`src/exec_map.svh`:
```
// Purpose: register offsets, field positions, reset values and timing counts
// Assumes: 32-bit apb data, one aligned word per register
// Notes:   definitions only
`ifndef EXEC_MAP_SVH
`define EXEC_MAP_SVH

// ***********************
// register offsets
// ***********************
`define OFS_INSTR      8'h00
`define OFS_STATUS     8'h04
`define OFS_FLAGS      8'h08
`define OFS_PC         8'h0C
`define OFS_GPR_ADDR   8'h10
`define OFS_GPR_DATA   8'h14
`define OFS_IO_ADDR    8'h18
`define OFS_IO_DATA    8'h1C

// ***********************
// instruction word fields
// ***********************
`define INSTR_OP_LSB   0
`define INSTR_ADR_LSB  4
`define INSTR_BIT_LSB  9
`define INSTR_K_LSB    12

// ***********************
// status flag positions
// ***********************
`define FLAG_C         0
`define FLAG_Z         1
`define FLAG_N         2
`define FLAG_V         3
`define FLAG_T         6
`define FLAG_I         7

// ***********************
// status register fields
// ***********************
`define STAT_BUSY      0
`define STAT_CYC_LSB   4

// ***********************
// reset values and cycle counts
// ***********************
`define FLAGS_RST      8'h00
`define PC_RST         16'h0000
`define CYC_BRANCH_NT  2'h1
`define CYC_BRANCH_TK  2'h2
`define CYC_IO_BIT     2'h2
`define CYC_SHIFT      2'h1

`endif

```
`src/exec_pkg.sv`:
```
// Purpose: types shared by the executer
// Assumes: nothing
// Notes:   operation codes are the low nibble of the instruction word
package exec_pkg;

    typedef enum logic [3:0] {
        branch_on_transfer_bit_clear = 4'h0,
        branch_on_overflow_set       = 4'h1,
        branch_on_overflow_clear     = 4'h2,
        branch_if_irq_enabled        = 4'h3,
        branch_if_irq_disabled       = 4'h4,
        io_bit_set_op                = 4'h5,
        io_bit_clear_op              = 4'h6,
        logical_left_shift_op        = 4'h7,
        logical_right_shift_op       = 4'h8
    } op_t;

    typedef enum logic [3:0] {
        st_idle   = 4'b0001,
        st_exec   = 4'b0010,
        st_branch = 4'b0100,
        st_bitwr  = 4'b1000
    } state_t;

endpackage : exec_pkg

```
`src/mem_if.sv`:
```
// Purpose: port bundle of one byte-wide memory
// Assumes: one write and one registered read per clock
// Notes:   user drives address and write side, memory returns read data
`timescale 1ns/1ps
interface mem_if #(
    parameter int AW = 5
);
    logic          we;
    logic [AW-1:0] waddr;
    logic [7:0]    wdata;
    logic [AW-1:0] raddr;
    logic [7:0]    rdata;

    modport user (output we, output waddr, output wdata, output raddr, input rdata);
    modport mem  (input we, input waddr, input wdata, input raddr, output rdata);
endinterface : mem_if
```
`src/byte_mem.sv`:
```
// Purpose: small byte memory with registered read data
// Assumes: read of the address being written returns the old byte
// Notes:   contents are not reset
`timescale 1ns/1ps
module byte_mem #(
    parameter int AW = 5
) (
    // clock
    input  wire logic pclk,
    // port
    mem_if.mem        port
);
    logic [7:0] store [0:(1<<AW)-1];

    always_ff @(posedge pclk) begin
        if (port.we) begin
            store[port.waddr] <= port.wdata;
        end
    end

    always_ff @(posedge pclk) begin
        port.rdata <= store[port.raddr];
    end
endmodule : byte_mem

```
`src/flag_branch_bitio_shift_exec.sv`:
```
// Purpose: executes flag branches, i/o bit set/clear and logical shifts
// Assumes: apb master holds each request until pready; one instruction at a time
// Notes:   software issues an instruction by writing the instruction word
//
// Summary of operation
// - When the transfer bit is clear the transfer-clear branch sets pc to pc plus offset plus one, flags kept.
// - The overflow-set branch jumps to pc plus offset plus one only when the overflow flag is one.
// - The overflow-clear branch jumps to pc plus offset plus one when the overflow flag is zero.
// - The interrupts-enabled branch jumps to pc plus offset plus one when the global interrupt flag is one.
// - The interrupts-disabled branch jumps to pc plus offset plus one when the global interrupt flag is zero.
// - The i/o bit set forces the chosen bit to one, keeps all else, and takes two cycles.
// - The i/o bit clear forces the chosen bit to zero, keeps all else, and takes two cycles.
// - The left shift moves bits up, fills bit zero with zero and sets zero, carry, negative, overflow in one cycle.
// - The right shift moves bits down, fills bit seven with zero and sets the same four flags in one cycle.
//
// Chosen here: the placing of the registers and the APB slave port.
`timescale 1ns/1ps
`include "exec_map.svh"
module flag_branch_bitio_shift_exec #(
    parameter int PC_W = 16,
    parameter int K_W  = 7
) (
    // clock and reset
    input  wire logic        pclk,
    input  wire logic        presetn,
    // apb slave
    input  wire logic        psel,
    input  wire logic        penable,
    input  wire logic        pwrite,
    input  wire logic [7:0]  paddr,
    input  wire logic [31:0] pwdata,
    output logic      [31:0] prdata,
    output logic             pready,
    output logic             pslverr,
    // core state
    output logic [PC_W-1:0]  pc,
    output logic [7:0]       flags,
    output logic             busy
);
    // ***********************
    // declarations
    // ***********************
    exec_pkg::state_t state_reg;
    logic [31:0]      instr_reg;
    logic [PC_W-1:0]  pc_reg;
    logic [7:0]       flags_reg;
    logic [4:0]       gpr_addr_reg;
    logic [4:0]       io_addr_reg;
    logic [1:0]       cyc_reg;
    logic [1:0]       cyc_last_reg;
    logic [7:0]       bit_val_reg;
    logic [31:0]      prdata_reg;
    logic             pready_reg;
    logic             pslverr_reg;
    logic             busy_reg;
    logic             access;
    logic             done;
    logic             bad;
    logic             issue;
    logic             cond;
    logic [7:0]       shifted;
    logic             carry_out;
    logic [PC_W-1:0]  target;
    logic [31:0]      rd_mux;
    exec_pkg::op_t    op;

    mem_if #(.AW(5)) gpr_port ();
    mem_if #(.AW(5)) io_port ();

    byte_mem #(.AW(5)) u_gpr (.pclk(pclk), .port(gpr_port));
    byte_mem #(.AW(5)) u_io  (.pclk(pclk), .port(io_port));

    // ***********************
    // decode helpers
    // ***********************
    function automatic logic legal_op(input logic [3:0] code);
        legal_op = (code <= 4'(exec_pkg::logical_right_shift_op));
    endfunction : legal_op

    function automatic logic is_branch(input exec_pkg::op_t code);
        is_branch = (code <= exec_pkg::branch_if_irq_disabled);
    endfunction : is_branch

    function automatic logic is_shift(input exec_pkg::op_t code);
        is_shift = (code == exec_pkg::logical_left_shift_op) || (code == exec_pkg::logical_right_shift_op);
    endfunction : is_shift

    assign op        = exec_pkg::op_t'(instr_reg[`INSTR_OP_LSB +: 4]);
    assign access    = psel && penable;
    // one wait state on every transfer so memory reads land in time
    assign done      = access && pready_reg;
    assign issue     = done && pwrite && !bad && (paddr == `OFS_INSTR);

    always_comb begin
        bad = 1'b0;
        unique case (paddr)
            `OFS_INSTR:                     bad = pwrite && (busy || !legal_op(pwdata[`INSTR_OP_LSB +: 4]));
            `OFS_STATUS:                    bad = pwrite;
            `OFS_FLAGS, `OFS_PC:            bad = pwrite && busy;
            `OFS_GPR_ADDR, `OFS_IO_ADDR:    bad = 1'b0;
            `OFS_GPR_DATA, `OFS_IO_DATA:    bad = busy;
            default:                        bad = 1'b1;
        endcase
    end

    // ***********************
    // execution datapath
    // ***********************
    always_comb begin
        unique case (op)
            exec_pkg::branch_on_transfer_bit_clear: cond = !flags_reg[`FLAG_T];
            exec_pkg::branch_on_overflow_set:       cond = flags_reg[`FLAG_V];
            exec_pkg::branch_on_overflow_clear:     cond = !flags_reg[`FLAG_V];
            exec_pkg::branch_if_irq_enabled:        cond = flags_reg[`FLAG_I];
            exec_pkg::branch_if_irq_disabled:       cond = !flags_reg[`FLAG_I];
            default:                                cond = 1'b0;
        endcase
    end

    // signed offset, sign extended to pc width
    assign target = PC_W'(pc_reg + {{(PC_W-K_W){instr_reg[`INSTR_K_LSB+K_W-1]}},
                                    instr_reg[`INSTR_K_LSB +: K_W]} + PC_W'(1));

    always_comb begin
        if (op == exec_pkg::logical_left_shift_op) begin
            shifted   = {gpr_port.rdata[6:0], 1'b0};
            carry_out = gpr_port.rdata[7];
        end else begin
            shifted   = {1'b0, gpr_port.rdata[7:1]};
            carry_out = gpr_port.rdata[0];
        end
    end

    // ***********************
    // memory ports
    // ***********************
    // operand read is launched on the issuing edge so execution sees it at once
    always_comb begin
        gpr_port.raddr = issue ? pwdata[`INSTR_ADR_LSB +: 5]
                       : (busy ? instr_reg[`INSTR_ADR_LSB +: 5] : gpr_addr_reg);
        io_port.raddr  = issue ? pwdata[`INSTR_ADR_LSB +: 5]
                       : (busy ? instr_reg[`INSTR_ADR_LSB +: 5] : io_addr_reg);
        gpr_port.we    = 1'b0;
        gpr_port.waddr = gpr_addr_reg;
        gpr_port.wdata = pwdata[7:0];
        io_port.we     = 1'b0;
        io_port.waddr  = io_addr_reg;
        io_port.wdata  = pwdata[7:0];
        if (state_reg == exec_pkg::st_exec && is_shift(op)) begin
            gpr_port.we    = 1'b1;
            gpr_port.waddr = instr_reg[`INSTR_ADR_LSB +: 5];
            gpr_port.wdata = shifted;
        end else if (done && pwrite && !bad && paddr == `OFS_GPR_DATA) begin
            gpr_port.we    = 1'b1;
        end
        if (state_reg == exec_pkg::st_bitwr) begin
            io_port.we     = 1'b1;
            io_port.waddr  = instr_reg[`INSTR_ADR_LSB +: 5];
            io_port.wdata  = bit_val_reg;
        end else if (done && pwrite && !bad && paddr == `OFS_IO_DATA) begin
            io_port.we     = 1'b1;
        end
    end

    // ***********************
    // sequencer
    // ***********************
    always_ff @(posedge pclk or negedge presetn) begin
        if (!presetn) begin
            state_reg <= exec_pkg::st_idle;
            busy_reg  <= 1'b0;
        end else begin
            busy_reg  <= (state_reg == exec_pkg::st_idle) ? issue
                         : (state_reg == exec_pkg::st_exec) && !is_shift(op) && (!is_branch(op) || cond);
            unique case (state_reg)
                exec_pkg::st_idle: begin
                    if (issue) begin
                        state_reg <= exec_pkg::st_exec;
                    end
                end
                exec_pkg::st_exec: begin
                    if (is_branch(op)) begin
                        state_reg <= cond ? exec_pkg::st_branch : exec_pkg::st_idle;
                    end else if (is_shift(op)) begin
                        state_reg <= exec_pkg::st_idle;
                    end else begin
                        state_reg <= exec_pkg::st_bitwr;
                    end
                end
                exec_pkg::st_branch: state_reg <= exec_pkg::st_idle;
                exec_pkg::st_bitwr:  state_reg <= exec_pkg::st_idle;
            endcase
        end
    end

    always_ff @(posedge pclk or negedge presetn) begin
        if (!presetn) begin
            instr_reg <= 32'h0000_0000;
        end else if (issue) begin
            instr_reg <= pwdata;
        end
    end

    // read-modify-write keeps the other bits of the i/o byte
    always_ff @(posedge pclk or negedge presetn) begin
        if (!presetn) begin
            bit_val_reg <= 8'h00;
        end else if (state_reg == exec_pkg::st_exec) begin
            bit_val_reg <= io_port.rdata;
            bit_val_reg[instr_reg[`INSTR_BIT_LSB +: 3]] <= (op == exec_pkg::io_bit_set_op);
        end
    end

    always_ff @(posedge pclk or negedge presetn) begin
        if (!presetn) begin
            pc_reg <= `PC_RST;
        end else if (done && pwrite && !bad && paddr == `OFS_PC) begin
            pc_reg <= pwdata[PC_W-1:0];
        end else if (state_reg == exec_pkg::st_branch) begin
            pc_reg <= target;
        end else if (state_reg == exec_pkg::st_exec && is_branch(op) && !cond) begin
            pc_reg <= PC_W'(pc_reg + PC_W'(1));
        end
    end

    // branches and i/o bit ops never touch the flags
    always_ff @(posedge pclk or negedge presetn) begin
        if (!presetn) begin
            flags_reg <= `FLAGS_RST;
        end else if (done && pwrite && !bad && paddr == `OFS_FLAGS) begin
            flags_reg <= pwdata[7:0];
        end else if (state_reg == exec_pkg::st_exec && is_shift(op)) begin
            flags_reg[`FLAG_C] <= carry_out;
            flags_reg[`FLAG_Z] <= (shifted == 8'h00);
            flags_reg[`FLAG_N] <= shifted[7];
            flags_reg[`FLAG_V] <= shifted[7] ^ carry_out;
        end
    end

    always_ff @(posedge pclk or negedge presetn) begin
        if (!presetn) begin
            cyc_reg      <= 2'h0;
            cyc_last_reg <= 2'h0;
        end else if (state_reg == exec_pkg::st_idle) begin
            cyc_reg      <= 2'h0;
        end else if ((state_reg == exec_pkg::st_exec && !(is_branch(op) && cond) && is_branch(op))
                     || (state_reg == exec_pkg::st_exec && is_shift(op))
                     || state_reg == exec_pkg::st_branch || state_reg == exec_pkg::st_bitwr) begin
            cyc_last_reg <= 2'(cyc_reg + 2'h1);
            cyc_reg      <= 2'(cyc_reg + 2'h1);
        end else begin
            cyc_reg      <= 2'(cyc_reg + 2'h1);
        end
    end

    // ***********************
    // apb slave
    // ***********************
    always_ff @(posedge pclk or negedge presetn) begin
        if (!presetn) begin
            gpr_addr_reg <= 5'h00;
            io_addr_reg  <= 5'h00;
        end else if (done && pwrite && !bad) begin
            if (paddr == `OFS_GPR_ADDR) begin
                gpr_addr_reg <= pwdata[4:0];
            end
            if (paddr == `OFS_IO_ADDR) begin
                io_addr_reg <= pwdata[4:0];
            end
        end
    end

    always_comb begin
        rd_mux = 32'h0000_0000;
        unique case (paddr)
            `OFS_INSTR:    rd_mux = instr_reg;
            `OFS_STATUS:   rd_mux = {26'h0, cyc_last_reg, 3'h0, busy};
            `OFS_FLAGS:    rd_mux = {24'h0, flags_reg};
            `OFS_PC:       rd_mux = 32'(pc_reg);
            `OFS_GPR_ADDR: rd_mux = {27'h0, gpr_addr_reg};
            `OFS_GPR_DATA: rd_mux = {24'h0, gpr_port.rdata};
            `OFS_IO_ADDR:  rd_mux = {27'h0, io_addr_reg};
            `OFS_IO_DATA:  rd_mux = {24'h0, io_port.rdata};
            default:       rd_mux = 32'h0000_0000;
        endcase
    end

    always_ff @(posedge pclk or negedge presetn) begin
        if (!presetn) begin
            pready_reg  <= 1'b0;
            pslverr_reg <= 1'b0;
            prdata_reg  <= 32'h0000_0000;
        end else begin
            pready_reg  <= access && !pready_reg;
            pslverr_reg <= access && !pready_reg && bad;
            prdata_reg  <= (access && !pready_reg && !pwrite && !bad) ? rd_mux : 32'h0000_0000;
        end
    end

    assign prdata  = prdata_reg;
    assign pready  = pready_reg;
    assign pslverr = pslverr_reg;
    assign pc      = pc_reg;
    assign flags   = flags_reg;
    assign busy    = busy_reg;
endmodule : flag_branch_bitio_shift_exec

```
`config.mk`:
```
export PLATFORM = sky130hd
export DESIGN_NAME = flag_branch_bitio_shift_exec
export DESIGN_NICKNAME = d
export VERILOG_FILES = /design/src/exec_pkg.sv /design/src/mem_if.sv /design/src/byte_mem.sv /design/src/flag_branch_bitio_shift_exec.sv
export VERILOG_INCLUDE_DIRS = /design/src
export SDC_FILE = /design/constraint.sdc
export NUM_CORES = 1
export LEC_CHECK = 0
export ABC_AREA = 1
export ABC_CLOCK_PERIOD_IN_PS = 4900
export BUFFER_PORTS_ARGS = -buffer_cell sky130_fd_sc_hd__buf_2
export CAP_MARGIN = 10
export CORE_MARGIN = 5
export CORE_UTILIZATION = 45
export CTS_BUF_LIST = sky130_fd_sc_hd__clkbuf_16
export CTS_CLUSTER_DIAMETER = 50
export DETAILED_ROUTE_END_ITERATION = 7
export PLACE_DENSITY = 0.58
export SLEW_MARGIN = 40
export SYNTH_ARGS = -nofsm -noshare
export SYNTH_HDL_FRONTEND = slang
export SYNTH_SLANG_ARGS = --single-unit
```
`constraint.sdc`:
```
create_clock -name pclk -period 4.9 [get_ports pclk]
set_clock_uncertainty 0.15 [all_clocks]
set_input_delay 0.735 -clock pclk [delete_from_list [all_inputs] [get_ports pclk]]
set_output_delay 0.735 -clock pclk [all_outputs]
set_load 0.03 [all_outputs]
```
Word level (Yosys, flattened, before mapping)
Memory sizes are Yosys's and may differ from the RTL's. A register that Yosys moved wholly into a read port is not among the register bits.
Cells that the tools add are included.

word-level totals
  bits in registers = 117
  bits in writable memories = 512
  output and inout bits = 59
  memories kept = 2

memories
  memory       depth  width  rd ports  clocked after memory_dff  wr ports  line            source
  u_gpr.store  32     8      1         1                         1         byte_mem.sv:13  logic [7:0] store [0:(1<<AW)-1];
  u_io.store   32     8      1         1                         1         byte_mem.sv:13

cells by class
  $add $sub $neg = 4
  magnitude comparators = 4
  equal/unequal tests = 19
  multiplexer cells = 37
  bitwise logic cells = 2
  reductions and logical operators = 53

operators with widths
  kind                                                  count
  one-hot mux 32 bit (8 select lines)                   1
  two-way mux 16 bit                                    3
  adder 16 x 1 -> 16 bit (second input constant)        2
  equality test 8 x 5 -> 1 bit (second input constant)  4
  two-way mux 32 bit                                    1
  two-way mux 5 bit                                     6
  logical AND 1 bit                                     24
  two-way mux 8 bit                                     3
  two-way mux 4 bit                                     5
  adder 16 bit                                          1
  equality test 4 x 3 -> 1 bit (second input constant)  4
  equality test 8 x 4 -> 1 bit (second input constant)  2
  zero test 8 bit                                       2
  equality test 4 x 2 -> 1 bit (second input constant)  3
  one-hot mux 4 bit (3 select lines)                    1
  zero test 1 bit                                       11
  two-way mux 1 bit                                     11
  one-hot mux 1 bit (5 select lines)                    2
  bitwise mux 8 bit                                     1
  equality test 4 x 1 -> 1 bit (second input constant)  2
  equality test 4 bit (second input constant)           2
  equality test 8 x 3 -> 1 bit (second input constant)  1
  OR reduction 2 bit                                    4
  logical OR 1 bit                                      6
  other kinds (15)                                      17

Longest topological paths before layout
Gate-level depths: netlist (run 1).

  depth after elaboration = 12
  gate-level depth with buffers = 23
  depth with buffers taken out = 20

Cells and area by module
Synthesis (run 1) repeated with hierarchy kept, for this count alone.

second synthesis, totals
  cells, all modules = 2,850
  area total of the unflattened synthesis = 28,751.3 µm²

modules (own cells, without submodules)
  module                        times used  cells an instance  area each (µm²)
  byte_mem                      2           922                10,786.6
  flag_branch_bitio_shift_exec  1           1,006              7,178.1

Worst setup path after synthesis (run 1)
OpenSTA, ideal clock, no wires.

  path kind = register to register
  start = register state_reg[3]
  end = memory u_gpr.store[0][0], data pin
  arrival = 2.886 ns
  required time = 4.296 ns
  slack = 1.410 ns
  cell stages (with the launch flop) = 10
  buffers on the path = 2
  period minus slack after synthesis = 3.490 ns
  cell sequence = dfrtp_1 > nor2_1 > inv_1 > nor3_1 > inv_1 > nor2_2 > inv_1 > clkbuf_1 > clkbuf_1 > o21ai_0

on the way
  cells in the longest elaborated chain, start to end = 3

ends and longest elaborated chain
  item                          line                                 source
  start, declared               flag_branch_bitio_shift_exec.sv:43   exec_pkg::state_t state_reg;
  start signal, assigned        flag_branch_bitio_shift_exec.sv:170  state_reg <= exec_pkg::st_idle;
  start signal, assigned        flag_branch_bitio_shift_exec.sv:178  state_reg <= exec_pkg::st_exec;
  start signal, assigned        flag_branch_bitio_shift_exec.sv:183  state_reg <= cond ? exec_pkg::st_branch : exec_pkg::st_idle;
  equality test 4 x 2 -> 1 bit  -
  logical AND 1 bit             flag_branch_bitio_shift_exec.sv:149  if (state_reg == exec_pkg::st_exec && is_shift(op)) begin
  two-way mux 8 bit             flag_branch_bitio_shift_exec.sv:149
  named net gpr_port.wdata[0]   mem_if.sv:10                         logic [7:0] wdata;
  end, declared                 byte_mem.sv:13

The timed path passes the listed nets, and every way through them passes these cells.

Final worst setup path (run 1)
  start = register busy_reg, in the netlist busy
  end = memory u_io.store[17][4], enable pin

on the way
  cells in the longest elaborated chain, start to end = 10

ends and longest elaborated chain
  item                                         line                                 source
  start, declared                              flag_branch_bitio_shift_exec.sv:55   logic busy_reg;
  start signal, assigned                       flag_branch_bitio_shift_exec.sv:173  busy_reg <= (state_reg == exec_pkg::st_idle) ? issue
  logical OR 1 bit                             flag_branch_bitio_shift_exec.sv:97   `OFS_INSTR: bad = pwrite && (busy || !legal_op(pwdata[`INSTR_OP_LSB +: 4]));
  logical AND 1 bit                            flag_branch_bitio_shift_exec.sv:97
  one-hot mux 1 bit (5 select lines) (*)       flag_branch_bitio_shift_exec.sv:96   unique case (paddr)
  zero test 1 bit (*)                          flag_branch_bitio_shift_exec.sv:160  end else if (done && pwrite && !bad && paddr == `OFS_IO_DATA) begin
  logical AND 1 bit (*)                        flag_branch_bitio_shift_exec.sv:160
  logical AND 1 bit (no source line) (*)       -
  two-way mux 1 bit (*)                        flag_branch_bitio_shift_exec.sv:160
  two-way mux 1 bit (*)                        flag_branch_bitio_shift_exec.sv:156  if (state_reg == exec_pkg::st_bitwr) begin
  two-way mux 1 bit (*)                        byte_mem.sv:16                       if (port.we) begin
  two-way mux 1 bit (implied by the code) (*)  byte_mem.sv:17                       store[port.waddr] <= port.wdata;
  end, declared                                byte_mem.sv:13

Mark *: on every way between the ends. The rest lies on a longest branch, timed or not.

==> results.cfg, run 1 <==
[die]
core_region_area_mm2 = 0.06575
fp.dieH_um = 267.2
placementRows = 94
initial_utilization_pct = 45.29
fp.dieW_um = 267.2
dieArea_mm2 = 0.07141
ios = 104

[sta]
setup_viol = 0
slew_viol_final = 0
worst_pin_slew_ns = 0.9070
tns_ns = 0
hold_viol_final = 0
post-route-min-period_ns = 4.408
rsz0062_at_grt = false
fin_crit_sh_pct = 89.95
timing.fmax_mhz = 226.9
relSlewSlack_pct = 38.89

[hold_path]
min_path_type = primary input to register

[route]
ant_nets = 0
drtIter0Drc = 2706
drc = 0
detailroute.via_count = 22366
dr.pass1.iters = 6
avgViaCountPerCell = 5.516
wl_per_cell_um = 21.08
wirelength_um = 85500

[global_routing]
grt_pass1_wl_um = 129800
grt_use_total_pct = 23.39
grt_max_degree = 129
antenna_found_initial = 1
overflow = 0
grt_pass1_vias = 21199

[placement]
gp_congestion = 0.9557
io_buffers = 103
dp_hpwl_um = 54470
place_area_mm2 = 0.03139

[synthesis]
synthTopCellsByArea = edfxtp_1 (52%), dfrtp_1 (9.7%), nand2_1 (9.1%)
synth_common_cells = nand2_1 (722), nand3_1 (534), edfxtp_1 (512), inv_1 (340), o21ai_0 (142)
ys_ff_latch = 645
synth_nets = 3077
synth.distinct_cells = 49
synth_top_area_cell = edfxtp_1
postSynthCellCount = 3015
synth_warnings = 0
syn_area_mm2 = 0.02977
yosysTopAreaCellShare_pct = 51.64
synth_most_common_cell = nand2_1
synth_edf_count = 512
syn_avg_cell_area_um2 = 9.876
async_reset_ff_share_pct = 18.14
synth_flop_cell = edfxtp_1
yosysSeqAreaShare_pct = 62.55

[clock_network]
insertion_delay_ns = 0.61
cts-resized-gates = 0
clkSinkCount = 645
cts.clk_slew.worst_paths_ns = 0.06
htree_levels = 3
cts_buffers = 73
cts_buffer_depth = 3
cts_root_buf = clkbuf_16
cts_tree = done

[cells_and_area]
drive_above_1_share_pct = 11.44
fill_cells = 5930
layout.nets = 3193
finalInstanceArea_mm2 = 0.03393
largestRegisters = u_gpr.store x256, u_io.store x256
syn2layout_area_growth_pct = 13.95

[worst_setup_path]
critPathCaptureType = register
slowest_delay_ns = 0.84
path_buf_inv = 3
crit_chain = inv_1 -> nor3_1 -> a21oi_2 -> nand3_2 -> nor2_4 -> inv_1 -> o21ai_0 -> buf_4 -> nand3_1 -> nor2_1
arrival_ns = 4.49
cp.required_ns = 4.99
critPathTopFamily = simple AND/OR/NAND/NOR gates
crit_type = register to register
crit_path_start_kind = register
path_common_cell = inv_1
crit_fanout = 17
slowest_stage = nor2_1

[pwr]
p_switching_uw = 6112
p_int_uw = 11090
switching_share_pct = 35.53
powerDensity_mw_per_mm2 = 507.1
ir_drop_mv = 0.3068
total_power_uw = 17200
p_leak_uw = 0.01419
p_seq_share_pct = 37.2
clkPwrFrac_pct = 33.2
power_frac_comb_pct = 29.5

[run_status]
outcome = completed

[run]
maxCapViolCount = 0
## worst min-delay path: stages
cell and delay, ns:
buf_2 0.07, nand2_1 0.04, o21ai_0 0.06
## layout by cell type, fill, tap and decap left out, types with 9 or more instances in the layout
| master | count |
|---|---|
| nand2_1 | 718 |
| nor2_1 | 130 |
| dfxtp_1 | 16 |
| a221oi_1 | 11 |
| edfxtp_1 | 512 |
| clkbuf_16 | 76 |
| o211ai_1 | 9 |
| nand3b_1 | 131 |
| dfrtp_1 | 116 |
| buf_4 | 88 |
| a21oi_1 | 60 |
| bufinv_16 | 13 |
| buf_2 | 102 |
| ha_1 | 16 |
| o21ai_2 | 15 |
| inv_1 | 356 |
| nor3_1 | 34 |
| o21ai_0 | 126 |
| nand3_1 | 534 |
| clkinv_2 | 9 |
| inv_2 | 11 |
| clkinv_1 | 10 |
## metrics by stage
| step | instances | hold WS (ns) | setup WS, ns | util (%) |
|---|---|---|---|---|
| detailed placement | 3919 | 0.3194 | 0.3157 | 47.75 |
| finish | 4055 | 0.1958 | 0.4923 | 51.61 |
| floorplan | 3015 | 0.2877 | 1.410 | - |
| global route | 4054 | 0.2063 | 0.4348 | 51.60 |
| global placement | 3919 | 0.3054 | 0.3667 | 47.70 |
| CTS | 4053 | 0.06474 | 0.6019 | 51.58 |
## kinds of logic (layout without fill, tap and decap cells)
| family | count (synthesis) | count (layout) | share of synthesized area (%) |
|---|---|---|---|
| xor+xnor | 12 | 12 | 0.3530 |
| simple gates | 1579 | 1579 | 24.27 |
| buf+inv | 511 | 686 | 7.408 |
| compound gates | 250 | 250 | 4.643 |
| mux | 1 | 1 | 0.03362 |
| fa+ha+maj | 17 | 17 | 0.7396 |
| flops | 645 | 645 | 62.55 |
| other cells | 0 | 1 | 0 |
## power groups by stage
stage	Clock, µW	Combinational (µW)	Sequential (µW)
detailed placement	0	4990	6510
finish	5720	5080	6400
CTS	5810	5020	6390
global route	6050	5590	6410
floorplan	0	3520	6460
global placement	0	5000	6510
## worst paths after layout
path | from | to | slack (ns) | cells past startpoint
setup reg to reg | busy | u_io.store[17][4] | 0.49 | 10
hold / removal | pwdata[29] | instr_reg[29] | 0.20 | 3
min in group asynchronous | presetn | prdata[9] | 0.52 | 2
setup / recovery | busy | u_io.store[17][4] | 0.49 | 10
hold reg to reg | cyc_reg[0] | cyc_reg[0] | 0.33 | 1
max in group asynchronous | presetn | instr_reg[24] | 3.18 | 3
## routing by layer
layer	GRT usage, %	part of all wire [%]
met1	35.46	45
met2	35.52	44
met3	3.316	7.8
met4	6.561	2.4
met5	0	0
## repair_timing
action / 4_1_cts / 5_1_grt
setup buffers: 0 / 0
hold buffers: 0 / 1
hold endpoints to repair: 0 / 6
## area by class of cell
class	count	area, µm²	share of cell area, %
Clock buffer	76	1902	5.605
Inverter	353	1331	3.924
Tap cell	864	1081	3.186
Antenna cell	1	2.502	0.007375
Clock inverter	58	618.1	1.822
Timing Repair Buffer	199	1306	3.850
Sequential cell	645	18620	54.89
Multi-Input combinational cell	1859	9064	26.71
Power figures use the tool's default switching activity.
==> inputs of run 2 (changes only) <==
--- a/config.mk
+++ b/config.mk
@@ -7,7 +7,7 @@
 export NUM_CORES = 1
 export LEC_CHECK = 0
 export ABC_AREA = 1
-export ABC_CLOCK_PERIOD_IN_PS = 4900
+export ABC_CLOCK_PERIOD_IN_PS = 3980
 export BUFFER_PORTS_ARGS = -buffer_cell sky130_fd_sc_hd__buf_2
 export CAP_MARGIN = 10
 export CORE_MARGIN = 5
@@ -15,7 +15,7 @@
 export CTS_BUF_LIST = sky130_fd_sc_hd__clkbuf_16
 export CTS_CLUSTER_DIAMETER = 50
 export DETAILED_ROUTE_END_ITERATION = 7
-export PLACE_DENSITY = 0.58
+export PLACE_DENSITY = 0.6
 export SLEW_MARGIN = 40
 export SYNTH_ARGS = -nofsm -noshare
 export SYNTH_HDL_FRONTEND = slang
==> constraint.sdc (replaced) <==
create_clock -name pclk -period 3.98 [get_ports pclk]
set_clock_uncertainty 0.15 [all_clocks]
set_input_delay 0.597 -clock pclk [delete_from_list [all_inputs] [get_ports pclk]]
set_output_delay 0.597 -clock pclk [all_outputs]
set_load 0.03 [all_outputs]
==> results.cfg, run 2 (synthesized netlist as in run 1, its figures left out) <==
[die]
dieArea_mm2 = 0.07141
ios = 104
fp.dieW_um = 267.2
placementRows = 94
initial_utilization_pct = 45.29
core_region_area_mm2 = 0.06575
fp.dieH_um = 267.2

[route]
avgViaCountPerCell = 5.534
detailroute.via_count = 22610
ant_nets = 0
wl_per_cell_um = 20.81
drc = 0
dr.pass1.iters = 6
wirelength_um = 85040
drtIter0Drc = 2694

[sta]
hold_viol_final = 0
tns_ns = 0
worst_pin_slew_ns = 0.8065
timing.fmax_mhz = 301.4
setup_viol = 0
rsz0062_at_grt = false
post-route-min-period_ns = 3.318
relSlewSlack_pct = 46.23
fin_crit_sh_pct = 83.37
whs_ns = 0.05268
slew_viol_final = 0

[clock_network]
cts.clk_slew.worst_paths_ns = 0.06
clkSinkCount = 645
cts_buffers = 73
insertion_delay_ns = 0.61
cts_root_buf = clkbuf_16
cts_tree = done
htree_levels = 3
cts-resized-gates = 0
cts_buffer_depth = 3
post_cts_buffers = 0

[run]
maxCapViolCount = 0

[worst_setup_path]
crit_chain = nor2_1 -> inv_1 -> nor3_1 -> buf_4 -> inv_1 -> nor2_2 -> inv_1 -> nand2_1 -> o21ai_0 -> inv_1 -> nand3_1 -> nor2_1
arrival_ns = 3.40
critPathCaptureType = register
crit_fanout = 12
path_common_cell = inv_1
crit_type = register to register
slowest_stage = nor2_1
critPathTopFamily = simple AND/OR/NAND/NOR gates
cp.required_ns = 4.06
crit_path_start_kind = register
slowest_delay_ns = 0.65
path_buf_inv = 5

[cells_and_area]
syn2layout_area_growth_pct = 15.09
fill_cells = 5835
layout_common_cells = nand2_1 (718), nand3_1 (534), edfxtp_1 (512)
diodes = 0
largestRegisters = u_gpr.store x256, u_io.store x256
fin_cells = 4086
layout.nets = 3226
layout_commonest_cell = nand2_1
finalInstanceArea_mm2 = 0.03427
drive_above_1_share_pct = 12.35

[placement]
dp_hpwl_um = 54750
place_area_mm2 = 0.03174
gp_congestion = 0.9317
dp.cells = 3952
io_buffers = 103

[pwr]
ir_drop_mv = 0.3709
p_leak_uw = 0.01437
powerDensity_mw_per_mm2 = 614.6

[global_routing]
grt_pass1_wl_um = 130900
antenna_found_initial = 0
overflow = 0
grt_pass1_vias = 22068
grt_max_degree = 97
grt_use_total_pct = 23.43

[hold_path]
min_path_type = primary input to register

[run_status]
outcome = completed
-- run 2: final timing paths --
| kind | startpoint | endpoint | slack, ns | cells past startpoint |
|---|---|---|---|---|
| max in group asynchronous | presetn | instr_reg[20] | 2.53 | 3 |
| min reg2reg | cyc_reg[0] | cyc_reg[0] | 0.33 | 1 |
| max | state_reg[3] | u_gpr.store[0][3] | 0.66 | 12 |
| min in group asynchronous | presetn | pc[7] | 0.45 | 2 |
| min | pwdata[27] | instr_reg[27] | 0.05 | 3 |
| max reg2reg | state_reg[3] | u_gpr.store[0][3] | 0.66 | 12 |
-- run 2: cell type report --
type,count,area (µm²),share of cell area [%]
flip-flops and latches,645,18620,54.35
clock inverters,55,554.3,1.617
well taps,864,1081,3.155
repair buffers,232,1655,4.830
multi-input cells,1859,9076,26.49
clock buffers,78,1952,5.696
inverters,353,1326,3.870
-- run 2: metal layers --
| layer | global-route usage, % | vias to the layer above | wire (µm) |
|---|---|---|---|
| li1 | - | 10521 | - |
| met1 | 33.70 | 10992 | 36820 |
| met2 | 36.98 | 962 | 39000 |
| met3 | 3.950 | 135 | 7125 |
| met4 | 6.935 | 0 | 2087 |
| met5 | 0 | - | 0 |
-- run 2: what timing repair did --
item | CTS | global route
hold buffers | 1 | 0
endpoints found under the setup margin | 0 | 0
endpoints found under the hold margin | 68 | 0
-- run 2: where the power goes --
part / switching [µW] / internal, µW / total (µW)
Clock: 2780 / 4170 / 6950
Sequential: 357 / 7520 / 7880
Combinational: 4350 / 1890 / 6240
Total: 7480 / 13600 / 21100
-- run 2: through the flow --
stage | util [%] | power [µW] | worst slack [ns]
6_report | 52.12 | 21060 | 0.6618
5_1_grt | 52.12 | 22160 | 0.3080
4_1_cts | 52.10 | 21150 | 0.5265
3_5_place_dp | 48.28 | 14180 | 0.1083
3_3_place_gp | 48.25 | 14100 | 0.1870
2_1_floorplan | - | 12280 | 0.4900
-- run 2: worst register-to-register path: cells and delay by family, from the launching register on --
| kind | cells | cell delay, ns |
|---|---|---|
| compound gates | 1 | 0.23 |
| buf+inv | 5 | 0.74 |
| flops | 1 | 0.40 |
| simple gates | 6 | 1.43 |
==> inputs of run 3 (changes only) <==
--- a/config.mk
+++ b/config.mk
@@ -7,7 +7,7 @@
 export NUM_CORES = 1
 export LEC_CHECK = 0
 export ABC_AREA = 1
-export ABC_CLOCK_PERIOD_IN_PS = 3980
+export ABC_CLOCK_PERIOD_IN_PS = 3000
 export BUFFER_PORTS_ARGS = -buffer_cell sky130_fd_sc_hd__buf_2
 export CAP_MARGIN = 10
 export CORE_MARGIN = 5
==> constraint.sdc (replaced) <==
create_clock -name pclk -period 3 [get_ports pclk]
set_clock_uncertainty 0.15 [all_clocks]
set_input_delay 0.45 -clock pclk [delete_from_list [all_inputs] [get_ports pclk]]
set_output_delay 0.45 -clock pclk [all_outputs]
set_load 0.03 [all_outputs]
==> results.cfg, run 3 (synthesized netlist as in run 1, its figures left out) <==
[cells_and_area]
final_util_pct = 54.35
seq_area_mm2 = 0.01862
syn2layout_area_growth_pct = 20.00
drive_above_1_share_pct = 15.05
diodes = 0
finalInstanceArea_mm2 = 0.03573
layout_common_cells = nand2_1 (718), nand3_1 (534), edfxtp_1 (512)
fin_cells = 4213
largestRegisters = u_gpr.store x256, u_io.store x256
layout.nets = 3348
multi_input_area_mm2 = 0.009077
fill_cells = 5644
layout_commonest_cell = nand2_1

[sta]
setup_ws_ns = 0.1256
timing.fmax_mhz = 347.9
slew_viol_final = 0
fin_crit_sh_pct = 95.81
setup_viol = 0
worst_pin_slew_ns = 0.6716
rsz0062_at_grt = false
hold_viol_final = 0
tns_ns = 0
relSlewSlack_pct = 55.06
post-route-min-period_ns = 2.874

[worst_setup_path]
regToRegSetupSlack_ns = 0.14
crit_path_start_kind = primary input
critPathCaptureType = register
crit_fanout = 59
crit_type = primary input to register
r2r_end = u_io.port.rdata[2]
cp.required_ns = 3.39
rr_worst_depth = 14
slowest_stage = dlygate4sd3_1
slowest_delay_ns = 0.51
crit_chain = dlygate4sd3_1 -> buf_2 -> nand2_1 -> nor3_1 -> inv_1 -> nor2_4 -> nand3_1 -> nand2_2 -> buf_12 -> nand3_1 -> nand3_1 -> nand3_1 -> nand2_1 -> nand2_1 -> nand2_1
rr_startpoint = busy
arrival_ns = 3.27

[pwr]
powerDensity_mw_per_mm2 = 810.9
p_leak_uw = 0.01515
ir_drop_mv = 0.4570

[die]
fp.dieW_um = 267.2
ios = 104
placementRows = 94
dieArea_mm2 = 0.07141
fp.dieH_um = 267.2
core_region_area_mm2 = 0.06575
initial_utilization_pct = 45.29

[clock_network]
cts.clk_slew.worst_paths_ns = 0.06
cts_root_buf = clkbuf_16
htree_levels = 3
cts_buffers = 76
cts_buffer_depth = 3
post_cts_buffers = 0
cts_tree = done
insertion_delay_ns = 0.62
clkSinkCount = 645

[route]
wl_per_cell_um = 20.60
detailroute.via_count = 23103
drc = 0
dr.pass1.iters = 6
ant_nets = 0
wirelength_um = 86790
avgViaCountPerCell = 5.484
drtIter0Drc = 2400

[placement]
place_area_mm2 = 0.03289
place_ws_ns = -0.2394
dp_hpwl_um = 56520
io_buffers = 103
dp.cells = 4045
gp_congestion = 0.9109

[global_routing]
grt_pass1_vias = 22406
grt_pass1_wl_um = 132900
antenna_found_initial = 1
grt_use_total_pct = 23.83
grt_max_degree = 61
overflow = 0

[hold_path]
holdPathEnd = flags[7]
hp-start = pwdata[7]
min_path_cells = 3
min_path_type = primary input to register

[run_status]
outcome = completed

[run]
maxCapViolCount = 0
## run 3: power by group
group          total, µW  internal, µW  switching (µW)
logic               9220          3150            6070
clock network       9320          5510            3810
registers          10400          9980             457
total              29000         18600           10300
## run 3: worst max-delay path, delay by kind of cell
| family | cells | cell delay (ns) |
|---|---|---|
| buffers and inverters | 4 | 1.02 |
| and+or+nand+nor | 11 | 1.69 |
## run 3: layout make-up
cell class              count  share of cell area [%]
clock inverters            61                   1.565
well taps                 864                   3.026
multi-input cells        1859                   25.41
inverters                 353                   3.712
repair buffers            351                   8.565
clock buffers              80                   5.603
flip-flops and latches    645                   52.12
## run 3: metal layers
| metal | wire (µm) | vias up | part of all wire [%] | track usage, % |
|---|---|---|---|---|
| met5 | 0 | - | 0 | 0 |
| met4 | 2088 | 0 | 2.4 | 6.686 |
| met3 | 6697 | 154 | 7.7 | 3.794 |
| met2 | 39910 | 977 | 46 | 37.49 |
| met1 | 38100 | 11204 | 44 | 34.68 |
| li1 | - | 10768 | - | - |
## run 3: stage by stage
| step | hold slack (ns) | total power [µW] |
|---|---|---|
| 4_1_cts | 0.05762 | 29100 |
| 3_3_place_gp | 0.3048 | 19620 |
| 5_1_grt | 0.09707 | 30450 |
| 6_report | 0.08129 | 28970 |
| 2_1_floorplan | 0.004409 | 16290 |
| 3_5_place_dp | 0.3224 | 19710 |
## run 3: worst max path at each step
| stage | cells after the start | slack [ns] | endpoint | from |
|---|---|---|---|---|
| after floorplan | 9 | -0.49 | u_gpr.store[0][0] | state_reg[3] |
| final | 15 | 0.13 | u_io.port.rdata[2] | penable |
| after CTS | 12 | 0.08 | u_gpr.store[12][4] | state_reg[3] |
| after detailed placement | 16 | -0.24 | u_io.store[10][1] | paddr[7] |
| after global routing | 17 | 0.005 | pc[12] | instr_reg[12] |
| after global placement | 17 | -0.19 | u_io.port.rdata[0] | paddr[6] |
## run 3: what timing repair did
item	4_1_cts	5_1_grt
hold buffers	27	0
endpoints found under the hold margin	69	0
setup endpoints to repair	0	249
resized for setup	0	9
